### src/logic/pdm_pkg.sv
/*
  Package for the power-down mode controller: register offsets, mode codes,
  reset values and timing counts.
  Assumes a 10 MHz system clock and a 32-bit AXI4-Lite register bus.
*/
package pdm_pkg;

  // Register indices; the byte address is four times the index
  localparam logic [7:0] PWR_MODE_OFF  = 8'h87;  // Index of the mode register
  localparam logic [7:0] SYSCLK_OFF    = 8'h88;
  localparam logic [7:0] WAKE_EN_OFF   = 8'h89;
  localparam logic [7:0] PERIPH_OFF    = 8'h8a;
  localparam logic [7:0] STATUS_OFF    = 8'h8b;
  localparam logic [7:0] STAB_DIV_OFF  = 8'h8c;

  // Power mode control codes and register reset values
  localparam logic [7:0] MODE_RUN      = 8'h00;
  localparam logic [7:0] MODE_IDLE     = 8'h01;
  localparam logic [7:0] MODE_STOP     = 8'h03;
  localparam logic [7:0] PWR_MODE_RST  = 8'h00;
  localparam logic [7:0] SYSCLK_RST    = 8'h00;
  localparam logic [7:0] STAB_DIV_RST  = 8'h00;

  // Field positions
  localparam int SYSCLK_LOWOSC_BIT = 7;  // One selects the low-osc-on stop
  localparam int SYSCLK_SUBCLK_BIT = 0;  // Sub-clock mode for the watch timer
  localparam int PER_EC0_BIT       = 0;  // Timer 0 in event-counter mode
  localparam int PER_EC2_BIT       = 1;  // Timer 2 in event-counter mode
  localparam int PER_SPI_EXT_BIT   = 2;  // Serial port on external clock
  localparam int PER_UART_EXT_BIT  = 3;  // Async port on external clock

  // Wake source indices
  localparam int NUM_SRC   = 10;
  localparam int SRC_EC0   = 0;
  localparam int SRC_EC2   = 1;
  localparam int SRC_SIO   = 2;
  localparam int SRC_EXT   = 3;
  localparam int SRC_UART  = 4;
  localparam int SRC_I2CS  = 5;
  localparam int SRC_WT    = 6;
  localparam int SRC_WDT   = 7;
  localparam int SRC_BIT   = 8;
  localparam int SRC_OTHER = 9;

  // Oscillator stabilisation: at least 20 ms
  localparam int STAB_MS      = 20;
  localparam int CLK_HZ       = 10_000_000;
  localparam int STAB_CYCLES  = (STAB_MS * (CLK_HZ / 1000));

  // AXI responses
  localparam logic [1:0] RESP_OKAY   = 2'b00;
  localparam logic [1:0] RESP_SLVERR = 2'b10;

  typedef enum logic [2:0] {
    PDM_RUN,
    PDM_IDLE,
    PDM_STOP_LO_ON,
    PDM_STOP_LO_OFF,
    PDM_STAB
  } pdm_state_e;

endpackage

### src/logic/pdm_ctrl.sv
/*
  Power-down mode controller with an AXI4-Lite register slave.
  Assumes the CPU halts while cpu_halt is high, the wake sources are single
  synchronous levels or pulses, and reset of the rest of the chip is external.
  Registers sit at byte address four times their index; address bits 1:0 are
  ignored, so every register is one aligned 32-bit word.
*/
// The AXI4-Lite register port was decided locally.
// Overview of operation
// - Writing 01 enters idle, CPU halted
// - Idle ends on reset or enabled interrupt
// - Reset returns every register to default
// - Writing 03 enters stop, main clocks halted
// - RAM and registers kept while frozen
// - CPU suspended in every power-down mode
// - Stop wake runs stabilisation timer first
// - Stop wake needs individual and global enable
// - General timers halt unless event counting
// - Watch timer stops unless sub-clock mode
// - Serial ports run only on external clock
// - Stop wake sources differ by variant
// - System clock bit 7 picks stop variant
// - Low oscillator runs only in one variant
// - Mode register clears on stop release
`timescale 1ns/100ps
`default_nettype none

module pdm_ctrl #(
  parameter int STAB_CYCLES_P = pdm_pkg::STAB_CYCLES,
  parameter int NSRC          = pdm_pkg::NUM_SRC
) (
  input  wire logic              aclk,
  input  wire logic              aresetn,
  input  wire logic [9:0]        s_axi_awaddr,
  input  wire logic              s_axi_awvalid,
  output logic                   s_axi_awready,
  input  wire logic [31:0]       s_axi_wdata,
  input  wire logic [3:0]        s_axi_wstrb,
  input  wire logic              s_axi_wvalid,
  output logic                   s_axi_wready,
  output logic [1:0]             s_axi_bresp,
  output logic                   s_axi_bvalid,
  input  wire logic              s_axi_bready,
  input  wire logic [9:0]        s_axi_araddr,
  input  wire logic              s_axi_arvalid,
  output logic                   s_axi_arready,
  output logic [31:0]            s_axi_rdata,
  output logic [1:0]             s_axi_rresp,
  output logic                   s_axi_rvalid,
  input  wire logic              s_axi_rready,
  input  wire logic [NSRC-1:0]   irq_req,
  input  wire logic              global_interrupt_enable,
  output logic                   cpu_halt,
  output logic                   main_clk_en,
  output logic                   periph_clk_en,
  output logic                   lowosc_en,
  output logic                   bit_wdt_run,
  output logic                   watch_timer_run,
  output logic                   timer0_run,
  output logic                   timer2_run,
  output logic                   serial_io_port_run,
  output logic                   uart_run,
  output logic                   wake_pulse,
  output logic [NSRC-1:0]        wake_src
);

  // Wide enough for the full 20 ms count at the default clock
  localparam int SW = 32;

  pdm_pkg::pdm_state_e state_r;
  logic [7:0]          power_mode_control_r;
  logic [7:0]          system_clock_control_r;
  logic [NSRC-1:0]     wake_en_r;
  logic [7:0]          periph_cfg_r;
  logic [SW-1:0]       stab_cnt_r;
  logic                aw_hold_r;
  logic                w_hold_r;
  logic [7:0]          aw_addr_r;
  logic [31:0]         w_data_r;
  logic                w_lane0_r;
  logic                wr_fire;
  logic                mode_wr;
  logic [NSRC-1:0]     stop_mask;
  logic [NSRC-1:0]     wake_hits;
  logic                stop_wake;
  logic                idle_wake;
  logic [7:0]          ar_idx;

  // Decode of an address into a known register
  // Shared by the write response and the read path
  function automatic logic addr_known(input logic [7:0] a);
    addr_known = (a == pdm_pkg::PWR_MODE_OFF) || (a == pdm_pkg::SYSCLK_OFF) ||
                 (a == pdm_pkg::WAKE_EN_OFF) || (a == pdm_pkg::PERIPH_OFF) ||
                 (a == pdm_pkg::STATUS_OFF);
  endfunction

  // Write fires once both address and data are held
  assign wr_fire = aw_hold_r && w_hold_r && !s_axi_bvalid;
  assign mode_wr = wr_fire && w_lane0_r && (aw_addr_r == pdm_pkg::PWR_MODE_OFF);
  // Read index taken from the word address, lanes below it ignored
  assign ar_idx  = s_axi_araddr[9:2];

  // the low-osc-off variant drops watchdog and interval-timer wakes
  // stop wake needs each individual and the global enable
  always_comb begin
    stop_mask = '1;
    // Sources outside the stop release list never end a stop
    stop_mask[pdm_pkg::SRC_OTHER] = 1'b0;
    if (state_r == pdm_pkg::PDM_STOP_LO_OFF) begin
      stop_mask[pdm_pkg::SRC_WDT] = 1'b0;
      stop_mask[pdm_pkg::SRC_BIT] = 1'b0;
    end
    // watch timer only wakes in sub-clock mode
    if (!system_clock_control_r[pdm_pkg::SYSCLK_SUBCLK_BIT]) begin
      stop_mask[pdm_pkg::SRC_WT] = 1'b0;
    end
    if (!periph_cfg_r[pdm_pkg::PER_EC0_BIT]) begin
      stop_mask[pdm_pkg::SRC_EC0] = 1'b0;
    end
    if (!periph_cfg_r[pdm_pkg::PER_EC2_BIT]) begin
      stop_mask[pdm_pkg::SRC_EC2] = 1'b0;
    end
    if (!periph_cfg_r[pdm_pkg::PER_SPI_EXT_BIT]) begin
      stop_mask[pdm_pkg::SRC_SIO] = 1'b0;
    end
    if (!periph_cfg_r[pdm_pkg::PER_UART_EXT_BIT]) begin
      stop_mask[pdm_pkg::SRC_UART] = 1'b0;
    end
  end

  // idle releases on any enabled interrupt
  // Idle takes any enabled source; stop only those the mask lets through
  assign wake_hits = irq_req & wake_en_r;
  assign idle_wake = global_interrupt_enable && (|wake_hits);
  assign stop_wake = global_interrupt_enable && (|(wake_hits & stop_mask));

  // Power state sequencing
  // reset forces run and default registers
  always_ff @(posedge aclk) begin
    if (!aresetn) begin
      state_r    <= pdm_pkg::PDM_RUN;
      stab_cnt_r <= '0;
    end else begin
      unique case (state_r)
        pdm_pkg::PDM_RUN: begin
          // Other codes are only stored and leave the power state alone
          // code 01 enters idle
          if (mode_wr && w_data_r[7:0] == pdm_pkg::MODE_IDLE) begin
            state_r <= pdm_pkg::PDM_IDLE;
          // bit 7 of system clock control picks variant
          end else if (mode_wr && w_data_r[7:0] == pdm_pkg::MODE_STOP) begin
            state_r <= system_clock_control_r[pdm_pkg::SYSCLK_LOWOSC_BIT] ?
                       pdm_pkg::PDM_STOP_LO_ON : pdm_pkg::PDM_STOP_LO_OFF;
          end
        end
        pdm_pkg::PDM_IDLE: begin
          if (idle_wake) begin
            state_r <= pdm_pkg::PDM_RUN;
          end
        end
        pdm_pkg::PDM_STOP_LO_ON,
        pdm_pkg::PDM_STOP_LO_OFF: begin
          if (stop_wake) begin
            state_r    <= pdm_pkg::PDM_STAB;
            stab_cnt_r <= '0;
          end
        end
        pdm_pkg::PDM_STAB: begin
          // Counting from zero holds the CPU for exactly STAB_CYCLES_P cycles
          if (stab_cnt_r >= STAB_CYCLES_P - 1) begin
            state_r <= pdm_pkg::PDM_RUN;
          end else begin
            stab_cnt_r <= stab_cnt_r + 1'b1;
          end
        end
      endcase
    end
  end

  // Wake report towards the CPU, so it vectors to the source's handler
  // Sources stay shown until the next wake so the handler can be chosen late
  always_ff @(posedge aclk) begin
    if (!aresetn) begin
      wake_pulse <= 1'b0;
      wake_src   <= '0;
    end else begin
      wake_pulse <= 1'b0;
      // resume vectors to the waking interrupt
      if (state_r == pdm_pkg::PDM_IDLE && idle_wake) begin
        wake_pulse <= 1'b1;
        wake_src   <= wake_hits;
      end else if ((state_r == pdm_pkg::PDM_STOP_LO_ON || state_r == pdm_pkg::PDM_STOP_LO_OFF) && stop_wake) begin
        wake_src   <= wake_hits & stop_mask;
      end else if (state_r == pdm_pkg::PDM_STAB && stab_cnt_r >= STAB_CYCLES_P - 1) begin
        wake_pulse <= 1'b1;
      end
    end
  end

  // Clock and peripheral gating per state
  // All gates lag the state by one cycle, so halt and clocks switch together
  always_ff @(posedge aclk) begin
    if (!aresetn) begin
      cpu_halt           <= 1'b0;
      main_clk_en        <= 1'b1;
      periph_clk_en      <= 1'b1;
      lowosc_en          <= 1'b1;
      bit_wdt_run        <= 1'b1;
      watch_timer_run    <= 1'b1;
      timer0_run         <= 1'b1;
      timer2_run         <= 1'b1;
      serial_io_port_run <= 1'b1;
      uart_run           <= 1'b1;
    end else begin
      // CPU halted in idle, stop and stabilisation
      cpu_halt <= (state_r != pdm_pkg::PDM_RUN);
      // main and peripheral clocks off in stop
      main_clk_en   <= (state_r == pdm_pkg::PDM_RUN) || (state_r == pdm_pkg::PDM_IDLE);
      periph_clk_en <= (state_r == pdm_pkg::PDM_RUN) || (state_r == pdm_pkg::PDM_IDLE);
      // low oscillator stops only in low-osc-off stop
      lowosc_en <= (state_r != pdm_pkg::PDM_STOP_LO_OFF);
      // interval timer and watchdog stop only in low-osc-off stop
      bit_wdt_run <= (state_r != pdm_pkg::PDM_STOP_LO_OFF);
      if (state_r == pdm_pkg::PDM_STOP_LO_ON || state_r == pdm_pkg::PDM_STOP_LO_OFF) begin
        watch_timer_run    <= system_clock_control_r[pdm_pkg::SYSCLK_SUBCLK_BIT];
        timer0_run         <= periph_cfg_r[pdm_pkg::PER_EC0_BIT];
        timer2_run         <= periph_cfg_r[pdm_pkg::PER_EC2_BIT];
        // serial ports only on external clock
        serial_io_port_run <= periph_cfg_r[pdm_pkg::PER_SPI_EXT_BIT];
        uart_run           <= periph_cfg_r[pdm_pkg::PER_UART_EXT_BIT];
      end else begin
        watch_timer_run    <= 1'b1;
        timer0_run         <= 1'b1;
        timer2_run         <= 1'b1;
        serial_io_port_run <= 1'b1;
        uart_run           <= 1'b1;
      end
    end
  end

  // Register file; contents change only by writes and the wake clear of the mode register, so frozen state holds
  // registers retained through power-down
  always_ff @(posedge aclk) begin
    if (!aresetn) begin
      power_mode_control_r   <= pdm_pkg::PWR_MODE_RST;
      system_clock_control_r <= pdm_pkg::SYSCLK_RST;
      wake_en_r              <= '0;
      periph_cfg_r           <= '0;
    end else begin
      if (wr_fire && w_lane0_r) begin
        unique case (aw_addr_r)
          pdm_pkg::PWR_MODE_OFF: power_mode_control_r   <= w_data_r[7:0];
          pdm_pkg::SYSCLK_OFF:   system_clock_control_r <= w_data_r[7:0];
          pdm_pkg::PERIPH_OFF:   periph_cfg_r           <= w_data_r[7:0];
          default: ;
        endcase
      end
      if (wr_fire && aw_addr_r == pdm_pkg::WAKE_EN_OFF) begin
        wake_en_r <= w_data_r[NSRC-1:0];
      end
      // A wake beats a same-cycle bus write, leaving the mode register clear
      // stop release clears the mode register
      if ((state_r == pdm_pkg::PDM_STOP_LO_ON || state_r == pdm_pkg::PDM_STOP_LO_OFF) && stop_wake) begin
        power_mode_control_r <= pdm_pkg::MODE_RUN;
      end else if (state_r == pdm_pkg::PDM_IDLE && idle_wake) begin
        power_mode_control_r <= pdm_pkg::MODE_RUN;
      end
    end
  end

  // AXI write channels: address and data accepted in either order
  // Ready pulses once per beat; new beats wait until the response is taken
  always_ff @(posedge aclk) begin
    if (!aresetn) begin
      aw_hold_r     <= 1'b0;
      w_hold_r      <= 1'b0;
      aw_addr_r     <= '0;
      w_data_r      <= '0;
      w_lane0_r     <= 1'b0;
      s_axi_awready <= 1'b0;
      s_axi_wready  <= 1'b0;
      s_axi_bvalid  <= 1'b0;
      s_axi_bresp   <= pdm_pkg::RESP_OKAY;
    end else begin
      s_axi_awready <= !aw_hold_r && !s_axi_awready && s_axi_awvalid;
      s_axi_wready  <= !w_hold_r && !s_axi_wready && s_axi_wvalid;
      if (s_axi_awvalid && s_axi_awready) begin
        aw_hold_r <= 1'b1;
        aw_addr_r <= s_axi_awaddr[9:2];  // Word index
      end
      if (s_axi_wvalid && s_axi_wready) begin
        w_hold_r  <= 1'b1;
        w_data_r  <= s_axi_wdata;
        w_lane0_r <= s_axi_wstrb[0];
      end
      if (wr_fire) begin
        s_axi_bvalid <= 1'b1;
        s_axi_bresp  <= (addr_known(aw_addr_r) && aw_addr_r != pdm_pkg::STATUS_OFF) ?
                        pdm_pkg::RESP_OKAY : pdm_pkg::RESP_SLVERR;
      end
      if (s_axi_bvalid && s_axi_bready) begin
        s_axi_bvalid <= 1'b0;
        aw_hold_r    <= 1'b0;
        w_hold_r     <= 1'b0;
      end
    end
  end

  // AXI read channel; status shows the controller state
  // A new read waits while read data are still offered
  always_ff @(posedge aclk) begin
    if (!aresetn) begin
      s_axi_arready <= 1'b0;
      s_axi_rvalid  <= 1'b0;
      s_axi_rdata   <= '0;
      s_axi_rresp   <= pdm_pkg::RESP_OKAY;
    end else begin
      s_axi_arready <= !s_axi_arready && !s_axi_rvalid && s_axi_arvalid;
      if (s_axi_arvalid && s_axi_arready) begin
        s_axi_rvalid <= 1'b1;
        s_axi_rresp  <= addr_known(ar_idx) ? pdm_pkg::RESP_OKAY : pdm_pkg::RESP_SLVERR;
        // Unmapped indices read as zero
        unique case (ar_idx)
          pdm_pkg::PWR_MODE_OFF: s_axi_rdata <= {24'h000000, power_mode_control_r};
          pdm_pkg::SYSCLK_OFF:   s_axi_rdata <= {24'h000000, system_clock_control_r};
          pdm_pkg::WAKE_EN_OFF:  s_axi_rdata <= {{(32-NSRC){1'b0}}, wake_en_r};
          pdm_pkg::PERIPH_OFF:   s_axi_rdata <= {24'h000000, periph_cfg_r};
          pdm_pkg::STATUS_OFF:   s_axi_rdata <= {29'h0, state_r};
          default:               s_axi_rdata <= 32'h00000000;
        endcase
      end else if (s_axi_rvalid && s_axi_rready) begin
        s_axi_rvalid <= 1'b0;
      end
    end
  end

endmodule

`default_nettype wire

### config.mk
export PLATFORM = sky130hd
export DESIGN_NAME = pdm_ctrl
export DESIGN_NICKNAME = d
export VERILOG_FILES = /design/src/logic/pdm_pkg.sv /design/src/logic/pdm_ctrl.sv
export SDC_FILE = /design/constraint.sdc
export NUM_CORES = 1
export LEC_CHECK = 0
export BUFFER_PORTS_ARGS = -buffer_cell sky130_fd_sc_hd__clkbuf_2
export CAP_MARGIN = 40
export CORE_UTILIZATION = 50
export CTS_CLUSTER_SIZE = 8
export DETAILED_ROUTE_END_ITERATION = 6
export PLACE_DENSITY = 0.76
export SYNTH_ARGS = -nofsm -noshare
export SYNTH_HDL_FRONTEND = slang
export SYNTH_SLANG_ARGS = --single-unit
### constraint.sdc
create_clock -name aclk -period 3.17 [get_ports aclk]
set_clock_uncertainty 0.05 [all_clocks]
set_input_delay 0.634 -clock aclk [delete_from_list [all_inputs] [get_ports aclk]]
set_output_delay 0.634 -clock aclk [all_outputs]
set_load 0.01 [all_outputs]
# --- Word-level counts from Yosys, hierarchy flattened ---
# Cells that the tools add are included.
# W data, S select, Z words.
word_totals:
  ff_bits: 150
  inputBits: 74
  wordCells: 140
classes:
  addsub: 1
  magnitude_cmp: 1
  n_eq_ne: 23
  n_mux: 26
  n_bitwise: 3
  n_reduce_logical: 57
op_table:
  columns: ["cell", "n"]
  rows:
  - ["$eq A8 B8 Y1 const B", 10]
  - ["$mux W32", 2]
  - ["$pmux W32 S2", 1]
  - ["$pmux W10 S5", 1]
  - ["$add A32 B1 Y32 const B", 1]
  - ["$ge A32 B18 Y1 const B", 1]
  - ["$logic_and A1 B1 Y1", 24]
  - ["$mux W10", 2]
  - ["$reduce_or A10 Y1", 2]
  - ["$mux W3", 5]
  - ["$pmux W3 S4", 1]
  - ["$mux W1", 11]
  - ["$and A10 B10 Y10", 1]
  - ["$and A10 B9 Y10", 1]
  - ["$logic_or A1 B1 Y1", 10]
  - ["$eq A8 B1 Y1 const B", 1]
  - ["$eq A8 B2 Y1 const B", 1]
  - ["$ne A2 B2 Y1 const B", 4]
  - ["$ne A8 B8 Y1 const B", 1]
  - ["$reduce_and A2 Y1", 4]
  - ["$logic_not A1 Y1", 7]
  - ["$eq A3 B2 Y1 const B", 2]
  - ["$mux W2", 3]
  - ["$reduce_bool A2 Y1", 3]
  - ["11 further kinds", 12]

# --- Longest topological paths before layout ---
logic_depth:
  depth_word: 8
  ltp_mapped: 8
  mapped_depth_nobuf: 6

# --- Worst setup path before layout ---
# OpenSTA, ideal clock, no wires.
synth_path:
  path_kind: "input -> register"
  startpoint: "input s_axi_araddr[7]"
  endpoint: "register s_axi_rdata[0]"
  arrival_time_ns: 1.983
  required_ns: 3.050
  setup_slack_ns: 1.067
  path_stages: 5
  cell_sequence: "or4b_4 > nor3b_4 > and3b_2 > a22oi_1 > a21oi_1"
synth_between:
  elab_chain_len: 2
  word_cells_on_any_way: 6
  cone_classes: "5 x eq/ne; 1 x mux"
synth_lines:
  columns: ["item", "line", "rtl"]
  rows:
  - ["start: declaration", "pdm_ctrl.sv:44", "input wire logic [9:0] s_axi_araddr,"]
  - ["$eq A8 B8 Y1", "pdm_ctrl.sv:323", "unique case (ar_idx)"]
  - ["$pmux W10 S5 *", "pdm_ctrl.sv:323", null]
  - ["end signal: assignment", "pdm_ctrl.sv:324", "pdm_pkg::PWR_MODE_OFF: s_axi_rdata <= {24'h000000, power_mode_control_r};"]
  - ["end signal: assignment", "pdm_ctrl.sv:325", "pdm_pkg::SYSCLK_OFF: s_axi_rdata <= {24'h000000, system_clock_control_r};"]
  - ["end signal: assignment", "pdm_ctrl.sv:326", "pdm_pkg::WAKE_EN_OFF: s_axi_rdata <= {{(32-NSRC){1'b0}}, wake_en_r};"]
  - ["end: declaration", "pdm_ctrl.sv:47", "output logic [31:0] s_axi_rdata,"]
# Mark *: on every way between the ends. The rest lies on a longest branch, timed or not.
# A chain may end at the register's enable or synchronous reset.

# --- Final worst setup path ---
layout_path:
  startpoint: "register stab_cnt_r[0]"
  endpoint: "register stab_cnt_r[4]"
layout_between:
  elab_chain_len: 3
  word_cells_on_any_way: 6
  cone_classes: "1 x add/sub; 1 x order compare; 1 x eq/ne; 2 x mux; 1 x reduce/logical"
layout_lines:
  columns: ["item", "line", "rtl"]
  rows:
  - ["start: declaration", "pdm_ctrl.sv:75", "logic [SW-1:0] stab_cnt_r;"]
  - ["start signal: assignment", "pdm_ctrl.sv:173", "stab_cnt_r <= stab_cnt_r + 1'b1;"]
  - ["$add A32 B1 Y32 or $ge A32 B18 Y1 (tied branches)", "pdm_ctrl.sv:173, pdm_ctrl.sv:170", null]
  - ["$mux W32 or $ne A2 B2 Y1 (tied branches)", null, null]
  - ["$pmux W32 S2 or $reduce_and A3 Y1 (tied branches)", null, null]
# Parallel ways exist; a longest one is shown, timed or not. The select of a mux whose other input is x is not followed.

==> summary.txt <==
Status
  – Outcome: completed

Global route
  – Vias in the first global route: 4648
  – Grt ovf: 0
  – GRT Util Overall: 23.60%
  – Largest net degree at the start of global routing: 89
  – Initial antenna violation count: 0
  – First-pass GRT wire length: 22.10 mm

Routing
  – Drt wl/cell: 15.99 um
  – DRT antenna net count: 0
  – DRT Pass-1 Iters: 5
  – Post-route DRC: 0
  – Vias/cell: 5.759
  – Routed WL: 13.72 mm
  – Vias: 4941
  – Iter 0 DRT Violations: 308

Die
  – Core ar.: 11420 um^2
  – Top-Level Pins: 136
  – FP Rows: 39
  – Total die area: 12120 um^2
  – Die width: 110.1 um
  – Die H: 110.1 um
  – Initial Utilization: 51.17%

Clock tree
  – Post-CTS Setup Repair Bufs: 0
  – TritonCTS clock tree: done
  – Reg clk slew, reported paths: 50 ps
  – Clock root buffer master: clkbuf_16
  – Clock sinks: 126
  – Skew-Pair Late Insertion Delay: 410 ps
  – # hold bufs at CTS: 0
  – Post-CTS sizing: 0
  – Max Root-Sink Buffers: 2
  – TritonCTS Buffers: 17
  – # H-tree levels: 4

Timing
  – Tmin final: 2410 ps
  – Crit share post-route: 76.03%
  – Hold Vio Cnt, Final: 0
  – Slew margin rel.: 45.61%
  – Worst slew pin tran: 809.1 ps
  – RSZ-0062 raised after global routing: no
  – Fmax: 414.9 MHz
  – Slew Limit Fails: 0
  – Total Neg Setup Slack: 0 ps
  – Worst Slack Setup Final: 759.8 ps
  – Setup Viol. Count Final: 0

Worst setup path
  – Crit start category: flop
  – Crit-path max FO: 23
  – Reg2Reg Setup Slack: 760 ps
  – Critical path type: flop to flop
  – Nature of the critical path endpoint: flop
  – CP required: 3450 ps
  – Slowest cell delay on critical path: 470 ps
  – WP data arrival: 2690 ps
  – CP max stage cell: or3_1
  – Crit path cell chain: ha_1 -> and4_1 -> a211oi_2 -> o2111ai_4 -> or3_1 -> a21boi_1

Place
  – Placer's final routability congestion estimate: 0.8180
  – Dpl hpwl: 9.402 mm
  – Number of port buffers: 82
  – Place WS: 770.8 ps

Yosys
  – Yosys top cell area share: 43.17%
  – Seq/Total Area, Yosys: 43.17%
  – Area contributors post-synth: dfxtp_1, mux2i_1, nand2_1
  – Most used DFF post-synth: dfxtp_1
  – Synth Area per Inst: 9.202 um^2
  – Asr flop ratio synth: 0%
  – Yosys top cell by area: dfxtp_1
  – Library cells used by synthesis: 73
  – FF+latch count, synth: 126
  – Yosys warns: 0
  – Post-Syn Area: 5843 um^2
  – Synthesized instance count: 635
  – Number of synthesized flops with an enable pin: 0

Power
  – Maximum VDD drop: 475.1 uV
  – Clock share of power: 54.2%
  – Combinational power share: 3.7%
  – Switching power: 753.4 uW
  – Pwr Total: 3.853 mW
  – Pint: 3.099 mW
  – PD cells: 561.2 nW/um^2
  – Reg power frac: 42.1%
  – Switch share: 19.56%
  – Lkg Pwr: 2.837 nW

Layout
  – Reg area: 2522 um^2
  – Layout cell share with drive strength beyond 1: 20.14%
  – Antenna diode count: 0
  – Multi-input gate area: 3025 um^2
  – Area Growth Syn to Fin: 17.49%
  – Most common cell after layout, fill and taps aside: dfxtp_1
  – Most frequent cells in the layout: dfxtp_1, clkbuf_2, nand2_1
  – Fill count: 976
  – Nets: 778

Min path
  – Worst Hold Class: flop to flop

Run
  – Max cap viols: 0
-- power by group through the flow --
| stage | Clock, mW | Combinational [mW] | Sequential [mW] |
|---|---|---|---|
| floorplan | 0 | 0.107 | 1.65 |
| global placement | 0 | 0.140 | 1.65 |
| detailed placement | 0 | 0.143 | 1.65 |
| CTS | 2.11 | 0.144 | 1.62 |
| global route | 2.20 | 0.162 | 1.62 |
| finish | 2.09 | 0.144 | 1.62 |
-- cell families (layout without fill, tap and decap cells) --
kind of cell    Yosys count  count (layout)  synth area share, %
xor+xnor                  1               1               0.1499
fa+ha+maj                 1               1               0.2141
flops                   126             126                43.17
buf+inv                  68             125                6.531
mux                      45              45                7.773
compound gates          141             141                18.80
other cells               1              24              0.06418
simple gates            252             252                23.30
-- layout make-up --
cell class / count / share of cell area (%)
Clock inverter: 5 / 1.822
Inverter: 5 / 0.2734
Timing Repair Buffer: 89 / 6.925
Tap cell: 143 / 2.606
Sequential cell: 126 / 36.74
Clock buffer: 26 / 7.563
Multi-Input combinational cell: 464 / 44.07
-- path summary, 6_finish.rpt --
check / startpoint / depth (start not counted) / to
max: stab_cnt_r[0] / 6 / stab_cnt_r[4]
min: s_axi_rvalid / 1 / s_axi_arready
max reg2reg: stab_cnt_r[0] / 6 / stab_cnt_r[4]
min reg2reg: s_axi_rvalid / 1 / s_axi_arready
-- Yosys cell counts, drive strengths merged (4+ instances only) --
library cell,instances
a211o,5
a21boi,35
a21oi,13
a221oi,5
a22oi,5
a31oi,7
a41oi,6
and2,13
and3,15
and4,4
buf,41
clkbuf,22
dfxtp,126
inv,5
mux2i,42
nand2,75
nand3,35
nand4,8
nor2,30
nor2b,33
nor3,6
nor3b,7
nor4,5
o211ai,7
o21a,5
o21ai,18
o22ai,5
o31ai,6
or2,6
-- registers in the layout (all words and copies together) (netlist names), 3 cells and up --
signal / count
s_axi_rdata: 10
wake_src: 10
stab_cnt_r: 32
w_data_r: 10
system_clock_control_r: 8
state_r: 3
periph_cfg_r: 8
power_mode_control_r: 8
aw_addr_r: 8
wake_en_r: 10
-- per-stage QoR --
step	instance area, um^2	cells	hold WS (ps)	util (%)
floorplan	5929	658	362.8	-
global placement	6221	827	376.1	54.48
detailed placement	6221	827	394.1	54.48
CTS	6865	858	395.8	60.12
global route	6865	858	413.3	60.12
finish	6865	858	395.7	60.12
-- per-layer routing --
| metal | part of all wire [%] | track usage [%] | vias up |
|---|---|---|---|
| met1 | 45 | 29.93 | 2375 |
| met4 | 1.4 | 10.43 | 0 |
| li1 | - | - | 2383 |
| met3 | 5.5 | 5.409 | 18 |
| met2 | 48 | 38.30 | 165 |
| met5 | 0 | 0 | - |
-- critical path: cells and delay by family, from the launching register on --
family | cells | cell delay [ps]
AND/OR/NAND/NOR | 2 | 750
flip-flops | 1 | 340
adder cells (fa/ha/maj) | 1 | 250
AO/OA/AOI/OAI | 3 | 940
No activity file was read; power rests on OpenSTA's default activity.
